### src/rtl/io_bridge_pkg.sv
// Constants and types shared by the I/O register access bridge
package io_bridge_pkg;

  // ****************************************************************
  // Address regions (all 24 address bits [23:0] of the register space)
  // ****************************************************************
  localparam logic [23:0] DMA_CTRL_BASE  = 24'h082000;
  localparam logic [23:0] DMA_CTRL_LIMIT = 24'h0823ff;
  localparam logic [23:0] DXFER_BASE     = 24'h082400;
  localparam logic [23:0] DXFER_LIMIT    = 24'h0824ff;
  localparam logic [23:0] BUSCTL_BASE    = 24'h083000;
  localparam logic [23:0] BUSCTL_LIMIT   = 24'h083fff;
  localparam logic [23:0] BUSERR_BASE    = 24'h083800;
  localparam logic [23:0] BUSERR_LIMIT   = 24'h0838ff;
  localparam logic [23:0] TIMER_BASE     = 24'h088100;
  localparam logic [23:0] TIMER_LIMIT    = 24'h0881ff;

  // ****************************************************************
  // Cycle figures
  // ****************************************************************
  localparam logic [3:0] MAIN_BUS_CYCLES   = 4'h1;
  localparam logic [3:0] DIRECT_CYCLES     = 4'h2;
  localparam logic [3:0] TIMER_SLOW_CYCLES = 4'h2;
  localparam logic [3:0] TIMER_MIN_PCLK    = 4'h2;
  localparam logic [3:0] TIMER_MAX_PCLK    = 4'h3;
  localparam logic [3:0] BUSCTL_MIN_BCLK   = 4'h1;
  localparam logic [3:0] BUSCTL_MAX_BCLK   = 4'h2;
  localparam logic [3:0] PERIPH_MIN_PCLK   = 4'h2;
  localparam logic [3:0] PERIPH_MAX_PCLK   = 4'h3;
  localparam logic [3:0] SLOW_CYCLES       = 4'h2;
  localparam int         DIV_W             = 4;
  localparam int         PBUS_W            = 3;
  localparam logic [2:0] PBUS_DIRECT       = 3'h1;

  // ****************************************************************
  // Target classes and bridge states
  // ****************************************************************
  typedef enum logic [2:0] {
    TGT_DIRECT = 3'b000,
    TGT_BUSCTL = 3'b001,
    TGT_BUSERR = 3'b010,
    TGT_TIMER  = 3'b011,
    TGT_PERIPH = 3'b100
  } target_e;

  typedef enum logic [1:0] {
    ST_IDLE = 2'b00,
    ST_SYNC = 2'b01,
    ST_PBUS = 2'b10,
    ST_DONE = 2'b11
  } bridge_state_e;

endpackage

### src/rtl/io_reg_bridge.sv
// Bridge from the internal main bus to peripheral buses with access timing
// Operation
// Total cycles: main plus sync plus peripheral
// Sync only for buses two-six, bus control
// Main plus sync within one peripheral period
// Slow system clock: resume next system cycle
// Bus control: main plus sync within one period
// Counts hold only without bus contention
// Master reads back last written register
// DMA and transfer controller: two system cycles
// Bus control mode/wait: one or two periods
// Timer unit: 2-3 peripheral or 2 system
// Hold master waiting, answer the next cycle
`timescale 1ns/1ps
module io_reg_bridge
  import io_bridge_pkg::*;
(
  input  wire logic              clk_i,
  input  wire logic              rst_i,
  input  wire logic              req_i,
  input  wire logic              write_i,
  input  wire logic [23:0]       addr_i,
  input  wire logic [31:0]       wdata_i,
  input  wire logic              contend_i,
  input  wire logic [DIV_W-1:0]  pclk_ratio_i,
  input  wire logic [DIV_W-1:0]  bclk_ratio_i,
  input  wire logic              sys_slower_i,
  input  wire logic              periph_ready_i,
  input  wire logic [31:0]       periph_rdata_i,
  output logic                   wait_o,
  output logic                   ack_o,
  output logic [31:0]            rdata_o,
  output logic                   periph_sel_o,
  output logic                   periph_write_o,
  output logic [23:0]            periph_addr_o,
  output logic [31:0]            periph_wdata_o,
  output logic [PBUS_W-1:0]      periph_bus_o
);
  import io_bridge_pkg::*;

  typedef struct packed {
    bridge_state_e    state;
    target_e          tgt;
    logic [3:0]       left;
    logic             wait_p;
    logic             ack;
    logic [31:0]      rdata;
    logic             sel;
    logic             write;
    logic [23:0]      addr;
    logic [31:0]      wdata;
    logic [PBUS_W-1:0] pbus;
  } bridge_s;

  bridge_s           cur_ff;
  bridge_s           nxt_cur;
  logic              pclk_edge;
  logic              bclk_edge;
  logic              div_edge;
  target_e           req_tgt;
  logic [PBUS_W-1:0] req_bus;
  logic              req_direct;

  // ****************************************************************
  // Address decode
  // ****************************************************************
  function automatic logic in_range(input logic [23:0] a, input logic [23:0] lo,
                                    input logic [23:0] hi);
    return (a >= lo) && (a <= hi);
  endfunction

  function automatic target_e classify(input logic [23:0] a);
    if (in_range(a, DMA_CTRL_BASE, DMA_CTRL_LIMIT) || in_range(a, DXFER_BASE, DXFER_LIMIT)) begin
      return TGT_DIRECT;
    end else if (in_range(a, BUSERR_BASE, BUSERR_LIMIT)) begin
      return TGT_BUSERR;
    end else if (in_range(a, BUSCTL_BASE, BUSCTL_LIMIT)) begin
      return TGT_BUSCTL;
    end else if (in_range(a, TIMER_BASE, TIMER_LIMIT)) begin
      return TGT_TIMER;
    end
    return TGT_PERIPH;
  endfunction

  // Peripheral bus index from address bits [15:12]; direct and bus error targets use PBUS_DIRECT,
  // otherwise values 4'ha and up go to bus 6, all lower values to bus 2 as the catch-all slow bus
  function automatic logic [PBUS_W-1:0] bus_of(input target_e t, input logic [23:0] a);
    if (t == TGT_DIRECT || t == TGT_BUSERR) begin
      return PBUS_DIRECT;
    end else if (a[15:12] >= 4'ha) begin
      return 3'h6;
    end
    return 3'h2;
  endfunction

  // ****************************************************************
  // Peripheral cycles left after the first divided edge
  // ****************************************************************
  // One divided period is already spent on main bus plus sync, so the
  // count starts one below the minimum figure of each target
  function automatic logic [3:0] periph_left(input target_e t);
    unique case (t)
      TGT_BUSCTL: return BUSCTL_MIN_BCLK - 4'h1;
      TGT_TIMER:  return TIMER_MIN_PCLK - 4'h1;
      default:    return PERIPH_MIN_PCLK - 4'h1;
    endcase
  endfunction

  // ****************************************************************
  // Request decode
  // ****************************************************************
  // Decoded once so the idle branch, the bus index and the path choice agree
  assign req_tgt    = classify(addr_i);
  assign req_bus    = bus_of(req_tgt, addr_i);
  assign req_direct = (req_tgt == TGT_DIRECT) || (req_tgt == TGT_BUSERR);

  // ****************************************************************
  // Divided clock phase
  // ****************************************************************
  // Both trackers run free; the sync wait is whatever remains of the
  // current divided period, which keeps main plus sync within one period
  clk_phase_tracker u_pclk (
    .clk_i   (clk_i),
    .rst_i   (rst_i),
    .ratio_i (pclk_ratio_i),
    .edge_o  (pclk_edge)
  );

  clk_phase_tracker u_bclk (
    .clk_i   (clk_i),
    .rst_i   (rst_i),
    .ratio_i (bclk_ratio_i),
    .edge_o  (bclk_edge)
  );

  assign div_edge = (cur_ff.tgt == TGT_BUSCTL) ? bclk_edge : pclk_edge;

  // ****************************************************************
  // Access sequencing
  // ****************************************************************
  always_comb begin
    nxt_cur     = cur_ff;
    nxt_cur.ack = 1'b0;
    unique case (cur_ff.state)
      ST_IDLE: begin
        // Main bus cycle takes the request
        if (req_i && !contend_i) begin
          nxt_cur.tgt    = req_tgt;
          nxt_cur.pbus   = req_bus;
          nxt_cur.write  = write_i;
          nxt_cur.addr   = addr_i;
          nxt_cur.wdata  = write_i ? wdata_i : cur_ff.wdata;
          nxt_cur.wait_p = 1'b1;
          nxt_cur.sel    = 1'b1;
          if (req_direct) begin
            nxt_cur.left  = DIRECT_CYCLES - MAIN_BUS_CYCLES;
            nxt_cur.state = ST_PBUS;
          end else if (sys_slower_i && req_tgt != TGT_BUSCTL) begin
            // Peripheral finishes inside system cycles, count those
            nxt_cur.left  = SLOW_CYCLES - MAIN_BUS_CYCLES;
            nxt_cur.state = ST_PBUS;
          end else begin
            nxt_cur.state = ST_SYNC;
          end
        end
      end
      ST_SYNC: begin
        // Main plus sync ends at the next divided edge, so at most one period
        if (div_edge) begin
          nxt_cur.state = ST_PBUS;
          nxt_cur.left  = periph_left(cur_ff.tgt);
        end
      end
      ST_PBUS: begin
        // Counts divided edges, or system cycles for direct and slow paths
        // A peripheral that never answers holds the master here; there is
        // no time-out, the far side must always complete
        if (cur_ff.left == 4'h0) begin
          if (periph_ready_i) begin
            nxt_cur.sel   = 1'b0;
            nxt_cur.rdata = cur_ff.write ? cur_ff.rdata : periph_rdata_i;
            nxt_cur.state = ST_DONE;
          end
        end else if (cur_ff.tgt == TGT_DIRECT || cur_ff.tgt == TGT_BUSERR || sys_slower_i
                     || div_edge) begin
          nxt_cur.left = cur_ff.left - 4'h1;
        end
      end
      ST_DONE: begin
        // Answer one cycle after completion, next access may start then
        // Select already dropped, so the peripheral sees exactly one access
        nxt_cur.ack    = 1'b1;
        nxt_cur.wait_p = 1'b0;
        nxt_cur.state  = ST_IDLE;
      end
    endcase
  end

  always_ff @(posedge clk_i or posedge rst_i) begin
    if (rst_i) begin
      cur_ff <= '{state: ST_IDLE, tgt: TGT_DIRECT, pbus: PBUS_DIRECT, default: '0};
    end else begin
      cur_ff <= nxt_cur;
    end
  end

  // ****************************************************************
  // Outputs, all straight from the state register
  // ****************************************************************
  assign wait_o         = cur_ff.wait_p;
  assign ack_o          = cur_ff.ack;
  assign rdata_o        = cur_ff.rdata;
  assign periph_sel_o   = cur_ff.sel;
  assign periph_write_o = cur_ff.write;
  assign periph_addr_o  = cur_ff.addr;
  assign periph_wdata_o = cur_ff.wdata;
  assign periph_bus_o   = cur_ff.pbus;

endmodule

### src/rtl/clk_phase_tracker.sv
// Tracks the phase of a divided clock against the system clock
`timescale 1ns/1ps
module clk_phase_tracker
  import io_bridge_pkg::*;
(
  input  wire logic             clk_i,
  input  wire logic             rst_i,
  input  wire logic [DIV_W-1:0] ratio_i,
  output logic                  edge_o
);
  import io_bridge_pkg::*;

  typedef struct packed {
    logic [DIV_W-1:0] cnt;
    logic             edge_p;
  } tracker_s;

  tracker_s cur_ff;
  tracker_s nxt_cur;

  // ******************************************
  // Divided clock edge every ratio_i cycles
  // ******************************************
  always_comb begin
    nxt_cur        = cur_ff;
    nxt_cur.edge_p = 1'b0;
    if ((ratio_i <= 4'h1) || (cur_ff.cnt >= ratio_i - 4'h1)) begin
      nxt_cur.cnt    = '0;
      nxt_cur.edge_p = 1'b1;
    end else begin
      nxt_cur.cnt = cur_ff.cnt + 4'h1;
    end
  end

  always_ff @(posedge clk_i or posedge rst_i) begin
    if (rst_i) begin
      cur_ff <= '0;
    end else begin
      cur_ff <= nxt_cur;
    end
  end

  assign edge_o = cur_ff.edge_p;

endmodule

### config.mk
export PLATFORM = sky130hd
export DESIGN_NAME = io_reg_bridge
export DESIGN_NICKNAME = d
export VERILOG_FILES = /design/src/rtl/io_bridge_pkg.sv /design/src/rtl/io_reg_bridge.sv /design/src/rtl/clk_phase_tracker.sv
export SDC_FILE = /design/constraint.sdc
export NUM_CORES = 1
export LEC_CHECK = 0
export ABC_AREA = 1
export BUFFER_PORTS_ARGS = -buffer_cell sky130_fd_sc_hd__buf_2
export CORE_MARGIN = 10
export CORE_UTILIZATION = 55
export DETAILED_ROUTE_END_ITERATION = 12
export PLACE_DENSITY = 0.95
export SLEW_MARGIN = 25
export SYNTH_ARGS = -nofsm -noshare
export SYNTH_HDL_FRONTEND = slang
export SYNTH_SLANG_ARGS = --single-unit
### constraint.sdc
create_clock -name clk_i -period 9.1 [get_ports clk_i]
set_clock_uncertainty 0.05 [all_clocks]
set_input_delay 0.91 -clock clk_i [delete_from_list [all_inputs] [get_ports clk_i]]
set_output_delay 0.91 -clock clk_i [all_outputs]
set_load 0.005 [all_outputs]
==> results.toml, run 1 <==
[status]
status = "complete, no violations"

[clocking]
root_buffer = "clkbuf_8"
htreeDepth = 4
clock_latency_ps = 500
clk_path_buf_depth = 2
cts_resized = 0
cts_hold_buf = 0
numCtsBuffers = 17
cts.sinks = 114
clk_pin_slew_ps = 60
cts_setup_buffers = 0
cts_tree = "done"

[synth]
synth_adder_area_share = 0.04682
synth-simple-area-share = 0.1328
seq_area_frac_synth = 0.4854
yosysWarnings = 0
yosysTopAreaCell = "dfrtp_1"
synthTopCellsByArea = "dfrtp_1 (48%), buf_4 (12%), mux2_2 (9.6%)"
yosysUniqueCellTypes = 38
syn_nets = 693
synthFlopType = "dfrtp_1"
netlist_top_cells_count = "dfrtp_1 (113), nand2_1 (97), buf_4 (91), mux2_2 (50), inv_1 (39)"
ys_ff_latch = 114
synthXorXnorAreaFrac = 0.01341
synth_top_family_by_area = "buffers and inverters"
synth_cells = 568
synthMuxAreaShare = 0.1260
avgSynthCellArea_sq_um = 10.35
yosys.area.top_type_share = 0.4810
synth_most_common_cell = "dfrtp_1"
synth_compound_gate_area_share = 0.04001
synth.cell_area_sq_um = 5879
synth-edff-count = 0
async_reset_ff_frac = 1.000

[drt]
via_per_inst = 5.018
wl_per_cell_um = 16.52
drtAntennaViolNets = 0
drt-pass1-iter-count = 4
vias = 4185
drt_iter0_markers = 305
drt-total-wl_um = 13780
drc_errors = 0

[floorplanning]
io_pins = 198
die_width_um = 123.4
initial_core_util = 0.5670
core_sq_um = 10370
rows = 37
die_h_um = 123.4
die-area_sq_um = 15230

[cells_and_area]
seq_area_sq_um = 2854
multi_input_area_sq_um = 2111
nFillCells = 781
antennaDiodeCount = 0
final_layout_size_suffix_gt1_frac = 0.4427
area_delta_synth_final_pct = 18.13
fin_cells = 834
fin_nets = 810
stdcell_area_sq_um = 6945

[pwr]
power_density_nw_per_um2 = 337.9
p_leak_uw = 0.003740
ir_worst_vdd_mv = 0.1498
p_seq_frac = 0.377
p_sw_uw = 757.5
clock_power_share = 0.290
comb_power_share = 0.333
power.share.switching = 0.3228
intPower_uw = 1590

[sta]
hold-worst-slack_ps = 414.9
relSlewSlack = 0.4180
slew_viol_final = 0
min_period_over_period = 0.2748
rsz0062_at_grt = "false"
tns_ps = 0
layout_min_cycle_time_ps = 2501
layout_setup_ws_ps = 6599
tightest_slew_ps = 873.0
setup_viol = 0
hold_violations = 0
fmax_mhz = 399.9

[job]
drv_cap = 0

[place]
dp.cells = 802
hpwl_um = 10750
portBuffers = 197
place_ws_ps = 6266
globalplace.congestion = 0.8485
placed_area_sq_um = 6330

[global_route]
grt_max_degree = 69
track_usage = 0.1770
grt_pass1_wl_um = 21280
antenna_found_initial = 0
grt_overflow = 0
grt_pass1_vias = 4283

[setup_path]
startpoint_type = "flop"
cp_slowest_cell = "dfrtp_1"
crit_path_end_kind = "flop"
critical_path_class = "flop to flop"
arrival_ps = 2840
crit_required_ps = 9430
path_max_fanout = 22
max_stage_delay_ps = 430
path_cells = "inv_1, ha_1, inv_1, nor2_1, buf_4, nand2_1, buf_4, mux2_2"

[worst_hold_path]
hold_class = "input pin to asynchronous set/reset pin"
## cells in the final DEF, fill, tap and decap left out, types with 2 or more instances in the layout
| master | n |
|---|---|
| nand2_4 | 3 |
| nor3_1 | 5 |
| clkinvlp_4 | 3 |
| buf_2 | 197 |
| o21ai_1 | 2 |
| clkinv_4 | 2 |
| mux2i_1 | 2 |
| dfrtp_1 | 113 |
| nor2_2 | 2 |
| nand3_1 | 19 |
| ha_1 | 22 |
| buf_4 | 4 |
| a21oi_1 | 5 |
| inv_2 | 9 |
| nand3b_1 | 2 |
| nand2_1 | 97 |
| nor2_4 | 3 |
| o21a_1 | 3 |
| xor2_1 | 2 |
| nand2_2 | 3 |
| clkbuf_16 | 16 |
| xnor2_1 | 7 |
| a21boi_0 | 2 |
| nor2_1 | 26 |
| clkinv_2 | 3 |
| bufinv_16 | 4 |
| inv_1 | 37 |
| o31ai_1 | 2 |
| nand4_1 | 5 |
| mux2_2 | 50 |
| o21ai_0 | 19 |
| clkbuf_8 | 2 |
| mux2_1 | 14 |
## routing by layer
layer  vias to the layer above  track usage  wire length (um)
li1                       1994            -                 -
met5                         -            0                 0
met1                      2019       0.1977              5279
met2                       157       0.3129              7177
met3                        15      0.06016              1186
met4                         0      0.05240               138
## worst max-delay path, delay by kind of cell, from the launching register on
family | cells | cell delay (ps)
AND/OR/NAND/NOR | 2 | 430
buffers and inverters | 4 | 800
flip-flops | 1 | 430
multiplexers | 1 | 390
adder cells (fa/ha/maj) | 1 | 280
## per-stage QoR
step                power [uW]  utilization
CTS                       2376       0.6698
finish                    2347       0.6698
global placement          1626       0.6104
floorplan                 1567            -
detailed placement        1683       0.6104
global route              2504       0.6698
## state kept, by name, indices dropped and copies added (netlist names)
| register | flops |
|---|---|
| ack_o | 1 |
| cur_ff | 9 |
| periph_addr_o | 24 |
| periph_bus_o | 3 |
| periph_sel_o | 1 |
| periph_wdata_o | 32 |
| periph_write_o | 1 |
| rdata_o | 32 |
| u_bclk.cur_ff | 4 |
| u_bclk.edge_o | 1 |
| u_pclk.cur_ff | 4 |
| u_pclk.edge_o | 1 |
| wait_o | 1 |
## power by group through the flow
stage	sequential, uW	combinational, uW	clock [uW]
floorplan	854	713	0
global placement	875	751	0
detailed placement	891	792	0
CTS	885	801	690
global route	916	872	716
finish	884	782	681
## worst paths after layout
| path | from | to | slack (ps) | depth (start not counted) |
|---|---|---|---|---|
| max | cur_ff[102]$_DFFE_PP0P_ | periph_wdata_o[18]$_DFFE_PP0P_ | 6600 | 8 |
| min | rst_i | periph_addr_o[1]$_DFFE_PP0P_ | 410 | 2 |
| max reg2reg | cur_ff[102]$_DFFE_PP0P_ | periph_wdata_o[18]$_DFFE_PP0P_ | 6600 | 8 |
| min reg2reg | periph_addr_o[17]$_DFFE_PP0P_ | periph_addr_o[17]$_DFFE_PP0P_ | 420 | 2 |
| max in group asynchronous | rst_i | periph_wdata_o[6]$_DFFE_PP0P_ | 7300 | 3 |
| min in group clk_i | periph_addr_o[17]$_DFFE_PP0P_ | periph_addr_o[17]$_DFFE_PP0P_ | 420 | 2 |
## cell type report
class | instances | area share
clock buffers | 19 | 0.06215
repair buffers | 201 | 0.1463
well taps | 136 | 0.02450
multi-input cells | 304 | 0.3039
flip-flops and latches | 114 | 0.4109
clock inverters | 13 | 0.02648
inverters | 47 | 0.02576
## logic make-up (layout without fill, tap and decap cells)
| group | Yosys count | after routing |
|---|---|---|
| simple gates | 169 | 169 |
| flops | 114 | 114 |
| buf+inv | 150 | 280 |
| compound gates | 38 | 38 |
| mux | 66 | 66 |
| fa+ha+maj | 22 | 22 |
| xor+xnor | 9 | 9 |
Note: power is estimated with default switching activity, not from simulation.
==> inputs of run 2 (changes only) <==
--- a/config.mk
+++ b/config.mk
@@ -8,9 +8,9 @@
 export ABC_AREA = 1
 export BUFFER_PORTS_ARGS = -buffer_cell sky130_fd_sc_hd__buf_2
 export CORE_MARGIN = 10
-export CORE_UTILIZATION = 55
+export CORE_UTILIZATION = 46
 export DETAILED_ROUTE_END_ITERATION = 12
-export PLACE_DENSITY = 0.95
+export PLACE_DENSITY = 0.86
 export SLEW_MARGIN = 25
 export SYNTH_ARGS = -nofsm -noshare
 export SYNTH_HDL_FRONTEND = slang
==> constraint.sdc (replaced) <==
create_clock -name clk_i -period 2.15 [get_ports clk_i]
set_clock_uncertainty 0.05 [all_clocks]
set_input_delay 0.215 -clock clk_i [delete_from_list [all_inputs] [get_ports clk_i]]
set_output_delay 0.215 -clock clk_i [all_outputs]
set_load 0.005 [all_outputs]
==> run 2 against run 1 <==
  * Largest power group unchanged
  * Critical endpoint is now cur_ff[98]$_DFFE_PP0P_
  * Design area increased by 13%
  * Count of clock-buffer cells in the layout increased by 4
  * Register-to-register slack got worse by 6300 ps
  * Clock power increased to 4.4 times the previous value
  * Sequential cell count unchanged
  * Die area increased by 16%
  * Highest routed layer unchanged
  * First-iteration DRC count decreased by 50%
  * Critical path type is now input pin to flop
  * Cell count increased by 14%
==> results.toml, run 2 (synthesis results as in run 1) <==
[status]
status = "complete, no violations"

[clocking]
clk_pin_slew_ps = 50
cts_tree = "done"
cts_setup_buffers = 0
cts_hold_buf = 75
cts_resized = 0
clock_latency_ps = 400
clk_path_buf_depth = 2
htreeDepth = 4
numCtsBuffers = 17
cts.sinks = 114
root_buffer = "clkbuf_16"

[sta]
fmax_mhz = 535.1
hold_violations = 0
rsz0062_at_grt = "false"
tightest_slew_ps = 582.0
slew_viol_final = 0
relSlewSlack = 0.6120
layout_setup_ws_ps = 281.2
setup_viol = 0
tns_ps = 0
min_period_over_period = 0.8692
layout_min_cycle_time_ps = 1869

[setup_path]
r2r_cells = 7
path_depth = 12
critPathBufInv = 2
startpoint_type = "input pin"
rrSetupSlack_ps = 320
arrival_ps = 2110
crit_required_ps = 2400
critical_path_class = "input pin to flop"
path_max_fanout = 5
critPathTopFamily = "simple AND/OR/NAND/NOR gates"
path_cells = "dlygate4sd3_1, buf_2, nor2_1, nand2_2, a21oi_2, nand4_1, nand3_4, nor2_4, nand2_4, nand2_4, nand2_1, nand2_1"
crit_path_end_kind = "flop"
max_stage_delay_ps = 540
cp_slowest_cell = "dlygate4sd3_1"

[floorplanning]
die_h_um = 133.1
core_sq_um = 12570
rows = 41
die_width_um = 133.1
io_pins = 198
die-area_sq_um = 17700
initial_core_util = 0.4678

[place]
globalplace.congestion = 0.8639
hpwl_um = 10180
place_ws_ps = 316.4
portBuffers = 197

[cells_and_area]
nFillCells = 965
fin_nets = 888
area_delta_synth_final_pct = 33.24
mostFrequentLayoutCells = "buf_2 (197), dfrtp_1 (113), nand2_1 (97)"
final_layout_size_suffix_gt1_frac = 0.3995
layout_commonest_cell = "buf_2"

[pwr]
p_leak_uw = 0.004098
ir_worst_vdd_mv = 0.4414
p_sw_uw = 3155
p_seq_frac = 0.368
power.share.switching = 0.3111
intPower_uw = 6986
power_density_nw_per_um2 = 1295
clock_power_share = 0.293
comb_power_share = 0.339

[drt]
drt_iter0_markers = 153
drt-pass1-iter-count = 4
drc_errors = 0
wl_per_cell_um = 15.88
drtAntennaViolNets = 0
vias = 4491
drt-total-wl_um = 15100
via_per_inst = 4.722

[global_route]
grt_pass1_vias = 4710
track_usage = 0.1707
antenna_found_initial = 3
grt_overflow = 0
grt_pass1_wl_um = 24010
grt_max_degree = 66

[job]
drv_cap = 0

[worst_hold_path]
min_path_cells = 3
hold_class = "input pin to flop"
[run 2: power groups by stage]
stage                     combinational [uW]  sequential [uW]  clock [uW]
final                                   3440             3730        2970
after global routing                    3840             3860        3130
after CTS                               3450             3700        3030
after detailed placement                3330             3730           0
after global placement                  3220             3670           0
after floorplan                         3020             3610           0
[run 2: path summary, 6_finish.rpt]
check | startpoint | endpoint
max reg2reg | cur_ff[102]$_DFFE_PP0P_ | periph_wdata_o[14]$_DFFE_PP0P_
min | addr_i[16] | periph_addr_o[16]$_DFFE_PP0P_
min in group asynchronous | rst_i | periph_addr_o[2]$_DFFE_PP0P_
max in group asynchronous | rst_i | rdata_o[16]$_DFFE_PP0P_
min reg2reg | periph_addr_o[22]$_DFFE_PP0P_ | periph_addr_o[22]$_DFFE_PP0P_
max | addr_i[20] | cur_ff[98]$_DFFE_PP0P_
[run 2: through the flow]
stage	cells	hold slack, ps	total power [uW]	instance area (sq um)	util
finish	951	31.63	10140	7834	0.6233
global route	951	10.47	10830	7834	0.6233
CTS	948	11.08	10190	7826	0.6227
detailed placement	841	297.6	7064	6436	0.5121
global placement	841	294.7	6886	6436	0.5121
floorplan	568	281.6	6632	5883	-
[run 2: worst reg2reg max path, cell delays in order (launching register included)]
cell and delay (ps):
dfrtp_1 420, inv_1 130, ha_1 240, inv_1 70, nor2_1 170, nand2_1 120
buf_12 190, mux2_2 320
[run 2: per-layer routing]
metal  GRT usage  vias to the layer above  wire length [um]
met1      0.1707                     2135              5494
met3     0.07381                       37              1326
li1            -                     2142                 -
met4     0.07518                        0               452
met2      0.3011                      177              7826
met5           0                        -                 0
[run 2: cell type report]
type	count	area [sq um]	area share
sequential	114	2854	0.3643
multi-input combinational	304	2111	0.2694
timing repair buffer	279	1827	0.2332
clock buffer	23	488.0	0.06229
tap	172	215.2	0.02747
inverter	47	180.2	0.02300
clock inverter	9	151.4	0.01933
antenna	3	7.507	0.0009583
==> inputs of run 3 (changes only) <==
--- a/config.mk
+++ b/config.mk
@@ -11,6 +11,7 @@
 export CORE_UTILIZATION = 46
 export DETAILED_ROUTE_END_ITERATION = 12
 export PLACE_DENSITY = 0.86
+export RECOVER_POWER = 50
 export SLEW_MARGIN = 25
 export SYNTH_ARGS = -nofsm -noshare
 export SYNTH_HDL_FRONTEND = slang
==> run 3 against run 2 <==
  * Worst hold slack better by 2.8 ps
  * Sequential power barely moved
  * Die area unchanged
  * Critical path depth did not move
  * Global-route usage is the same
  * Non-clock buffer count unchanged
  * Combinational power down 3%
  * Largest power group unchanged
==> results.toml, run 3 (synthesis results as in run 1) <==
[cells_and_area]
fin_cells = 951
layout_commonest_cell = "buf_2"
final_layout_size_suffix_gt1_frac = 0.3428
area_delta_synth_final_pct = 32.05
mostFrequentLayoutCells = "buf_2 (153), dfrtp_1 (113), nand2_1 (97)"
nFillCells = 994
fin_nets = 888

[clocking]
htreeDepth = 4
cts.sinks = 114
numCtsBuffers = 17
clock_latency_ps = 400
clk_pin_slew_ps = 50
cts_tree = "done"
root_buffer = "clkbuf_16"
clk_path_buf_depth = 2

[global_route]
grt_max_degree = 66
track_usage = 0.1707
antenna_found_initial = 3
grt_pass1_vias = 4710
grt_overflow = 0
grt_pass1_wl_um = 24010

[job]
drv_cap = 0

[place]
hpwl_um = 10180
place_ws_ps = 316.4
dp.cells = 841
portBuffers = 197
globalplace.congestion = 0.8639

[sta]
setup_viol = 0
hold-worst-slack_ps = 34.41
min_period_over_period = 0.8675
slew_viol_final = 0
layout_min_cycle_time_ps = 1865
tns_ps = 0
rsz0062_at_grt = "false"
hold_violations = 0
tightest_slew_ps = 1145
fmax_mhz = 536.1
relSlewSlack = 0.2368
layout_setup_ws_ps = 284.8

[drt]
wl_per_cell_um = 15.92
via_per_inst = 4.695
drtAntennaViolNets = 0
drt-pass1-iter-count = 4
drt-total-wl_um = 15140
drt_iter0_markers = 155
drc_errors = 0
vias = 4465

[setup_path]
crit_path_end_kind = "flop"
crit_required_ps = 2400
arrival_ps = 2110
path_cells = "dlygate4sd3_1, buf_2, nor2_1, nand2_2, a21oi_2, nand4_1, nand3_4, nor2_4, nand2_4, nand2_4, nand2_1, nand2_1"
critical_path_class = "input pin to flop"
startpoint_type = "input pin"
path_max_fanout = 5
r2r_cells = 7
max_stage_delay_ps = 550
cp_slowest_cell = "dlygate4sd3_1"

[pwr]
power_uw = 10050
p_leak_uw = 0.003955
power_density_nw_per_um2 = 1295
ir_worst_vdd_mv = 0.4428

[floorplanning]
initial_core_util = 0.4678
die_width_um = 133.1
rows = 41
core_sq_um = 12570
die_h_um = 133.1
die-area_sq_um = 17700
io_pins = 198

[status]
status = "complete, no violations"

[worst_hold_path]
min_path_cells = 3
hold_class = "input pin to flop"
## run 3: per-layer routing
layer,vias to the layer above,wire [um],GRT usage
met2,158,7876,0.3011
met5,-,0,0
li1,2144,-,-
met4,0,424,0.07518
met3,32,1236,0.07381
met1,2131,5602,0.1707
## run 3: path summary, 6_finish.rpt
path | endpoint | start | slack, ps
min | periph_addr_o[17]$_DFFE_PP0P_ | addr_i[17] | 30
min in group asynchronous | periph_addr_o[2]$_DFFE_PP0P_ | rst_i | 660
min reg2reg | periph_addr_o[22]$_DFFE_PP0P_ | periph_addr_o[22]$_DFFE_PP0P_ | 420
max in group asynchronous | rdata_o[16]$_DFFE_PP0P_ | rst_i | 610
max | cur_ff[98]$_DFFE_PP0P_ | addr_i[20] | 280
max reg2reg | periph_wdata_o[14]$_DFFE_PP0P_ | cur_ff[102]$_DFFE_PP0P_ | 320
## run 3: what timing repair did
| item | 4_1_cts | 5_1_grt |
|---|---|---|
| hold buffers | 75 | 0 |
| endpoints found under the hold margin | 187 | 0 |
| endpoints found under the setup margin | 0 | 0 |
| setup buffers | 0 | 0 |
| resized for setup | 0 | 0 |
## run 3: layout make-up
type,instances,area (sq um),area share
flip-flops and latches,114,2854,0.3676
multi-input cells,304,2111,0.2719
repair buffers,279,1757,0.2263
clock buffers,23,488.0,0.06285
well taps,172,215.2,0.02772
inverters,47,180.2,0.02321
clock inverters,9,151.4,0.01950
diodes,3,7.507,0.0009670
## run 3: worst max-delay path: cells and delay by family
| family | cells | cell delay (ps) |
|---|---|---|
| and+or+nand+nor | 9 | 980 |
| buffers and inverters | 2 | 680 |
| AOI/OAI and AO/OA | 1 | 230 |
## run 3: power breakdown
part / total, uW / internal, uW / switching, uW
logic: 3340 / 1650 / 1690
clock network: 2960 / 2060 / 909
registers: 3750 / 3180 / 571
## run 3: metrics by stage
| step | cell area (sq um) | utilization |
|---|---|---|
| 3_3_place_gp | 6436 | 0.5121 |
| 6_report | 7764 | 0.6177 |
| 3_5_place_dp | 6436 | 0.5121 |
| 4_1_cts | 7826 | 0.6227 |
| 5_1_grt | 7764 | 0.6177 |
| 2_1_floorplan | 5883 | - |
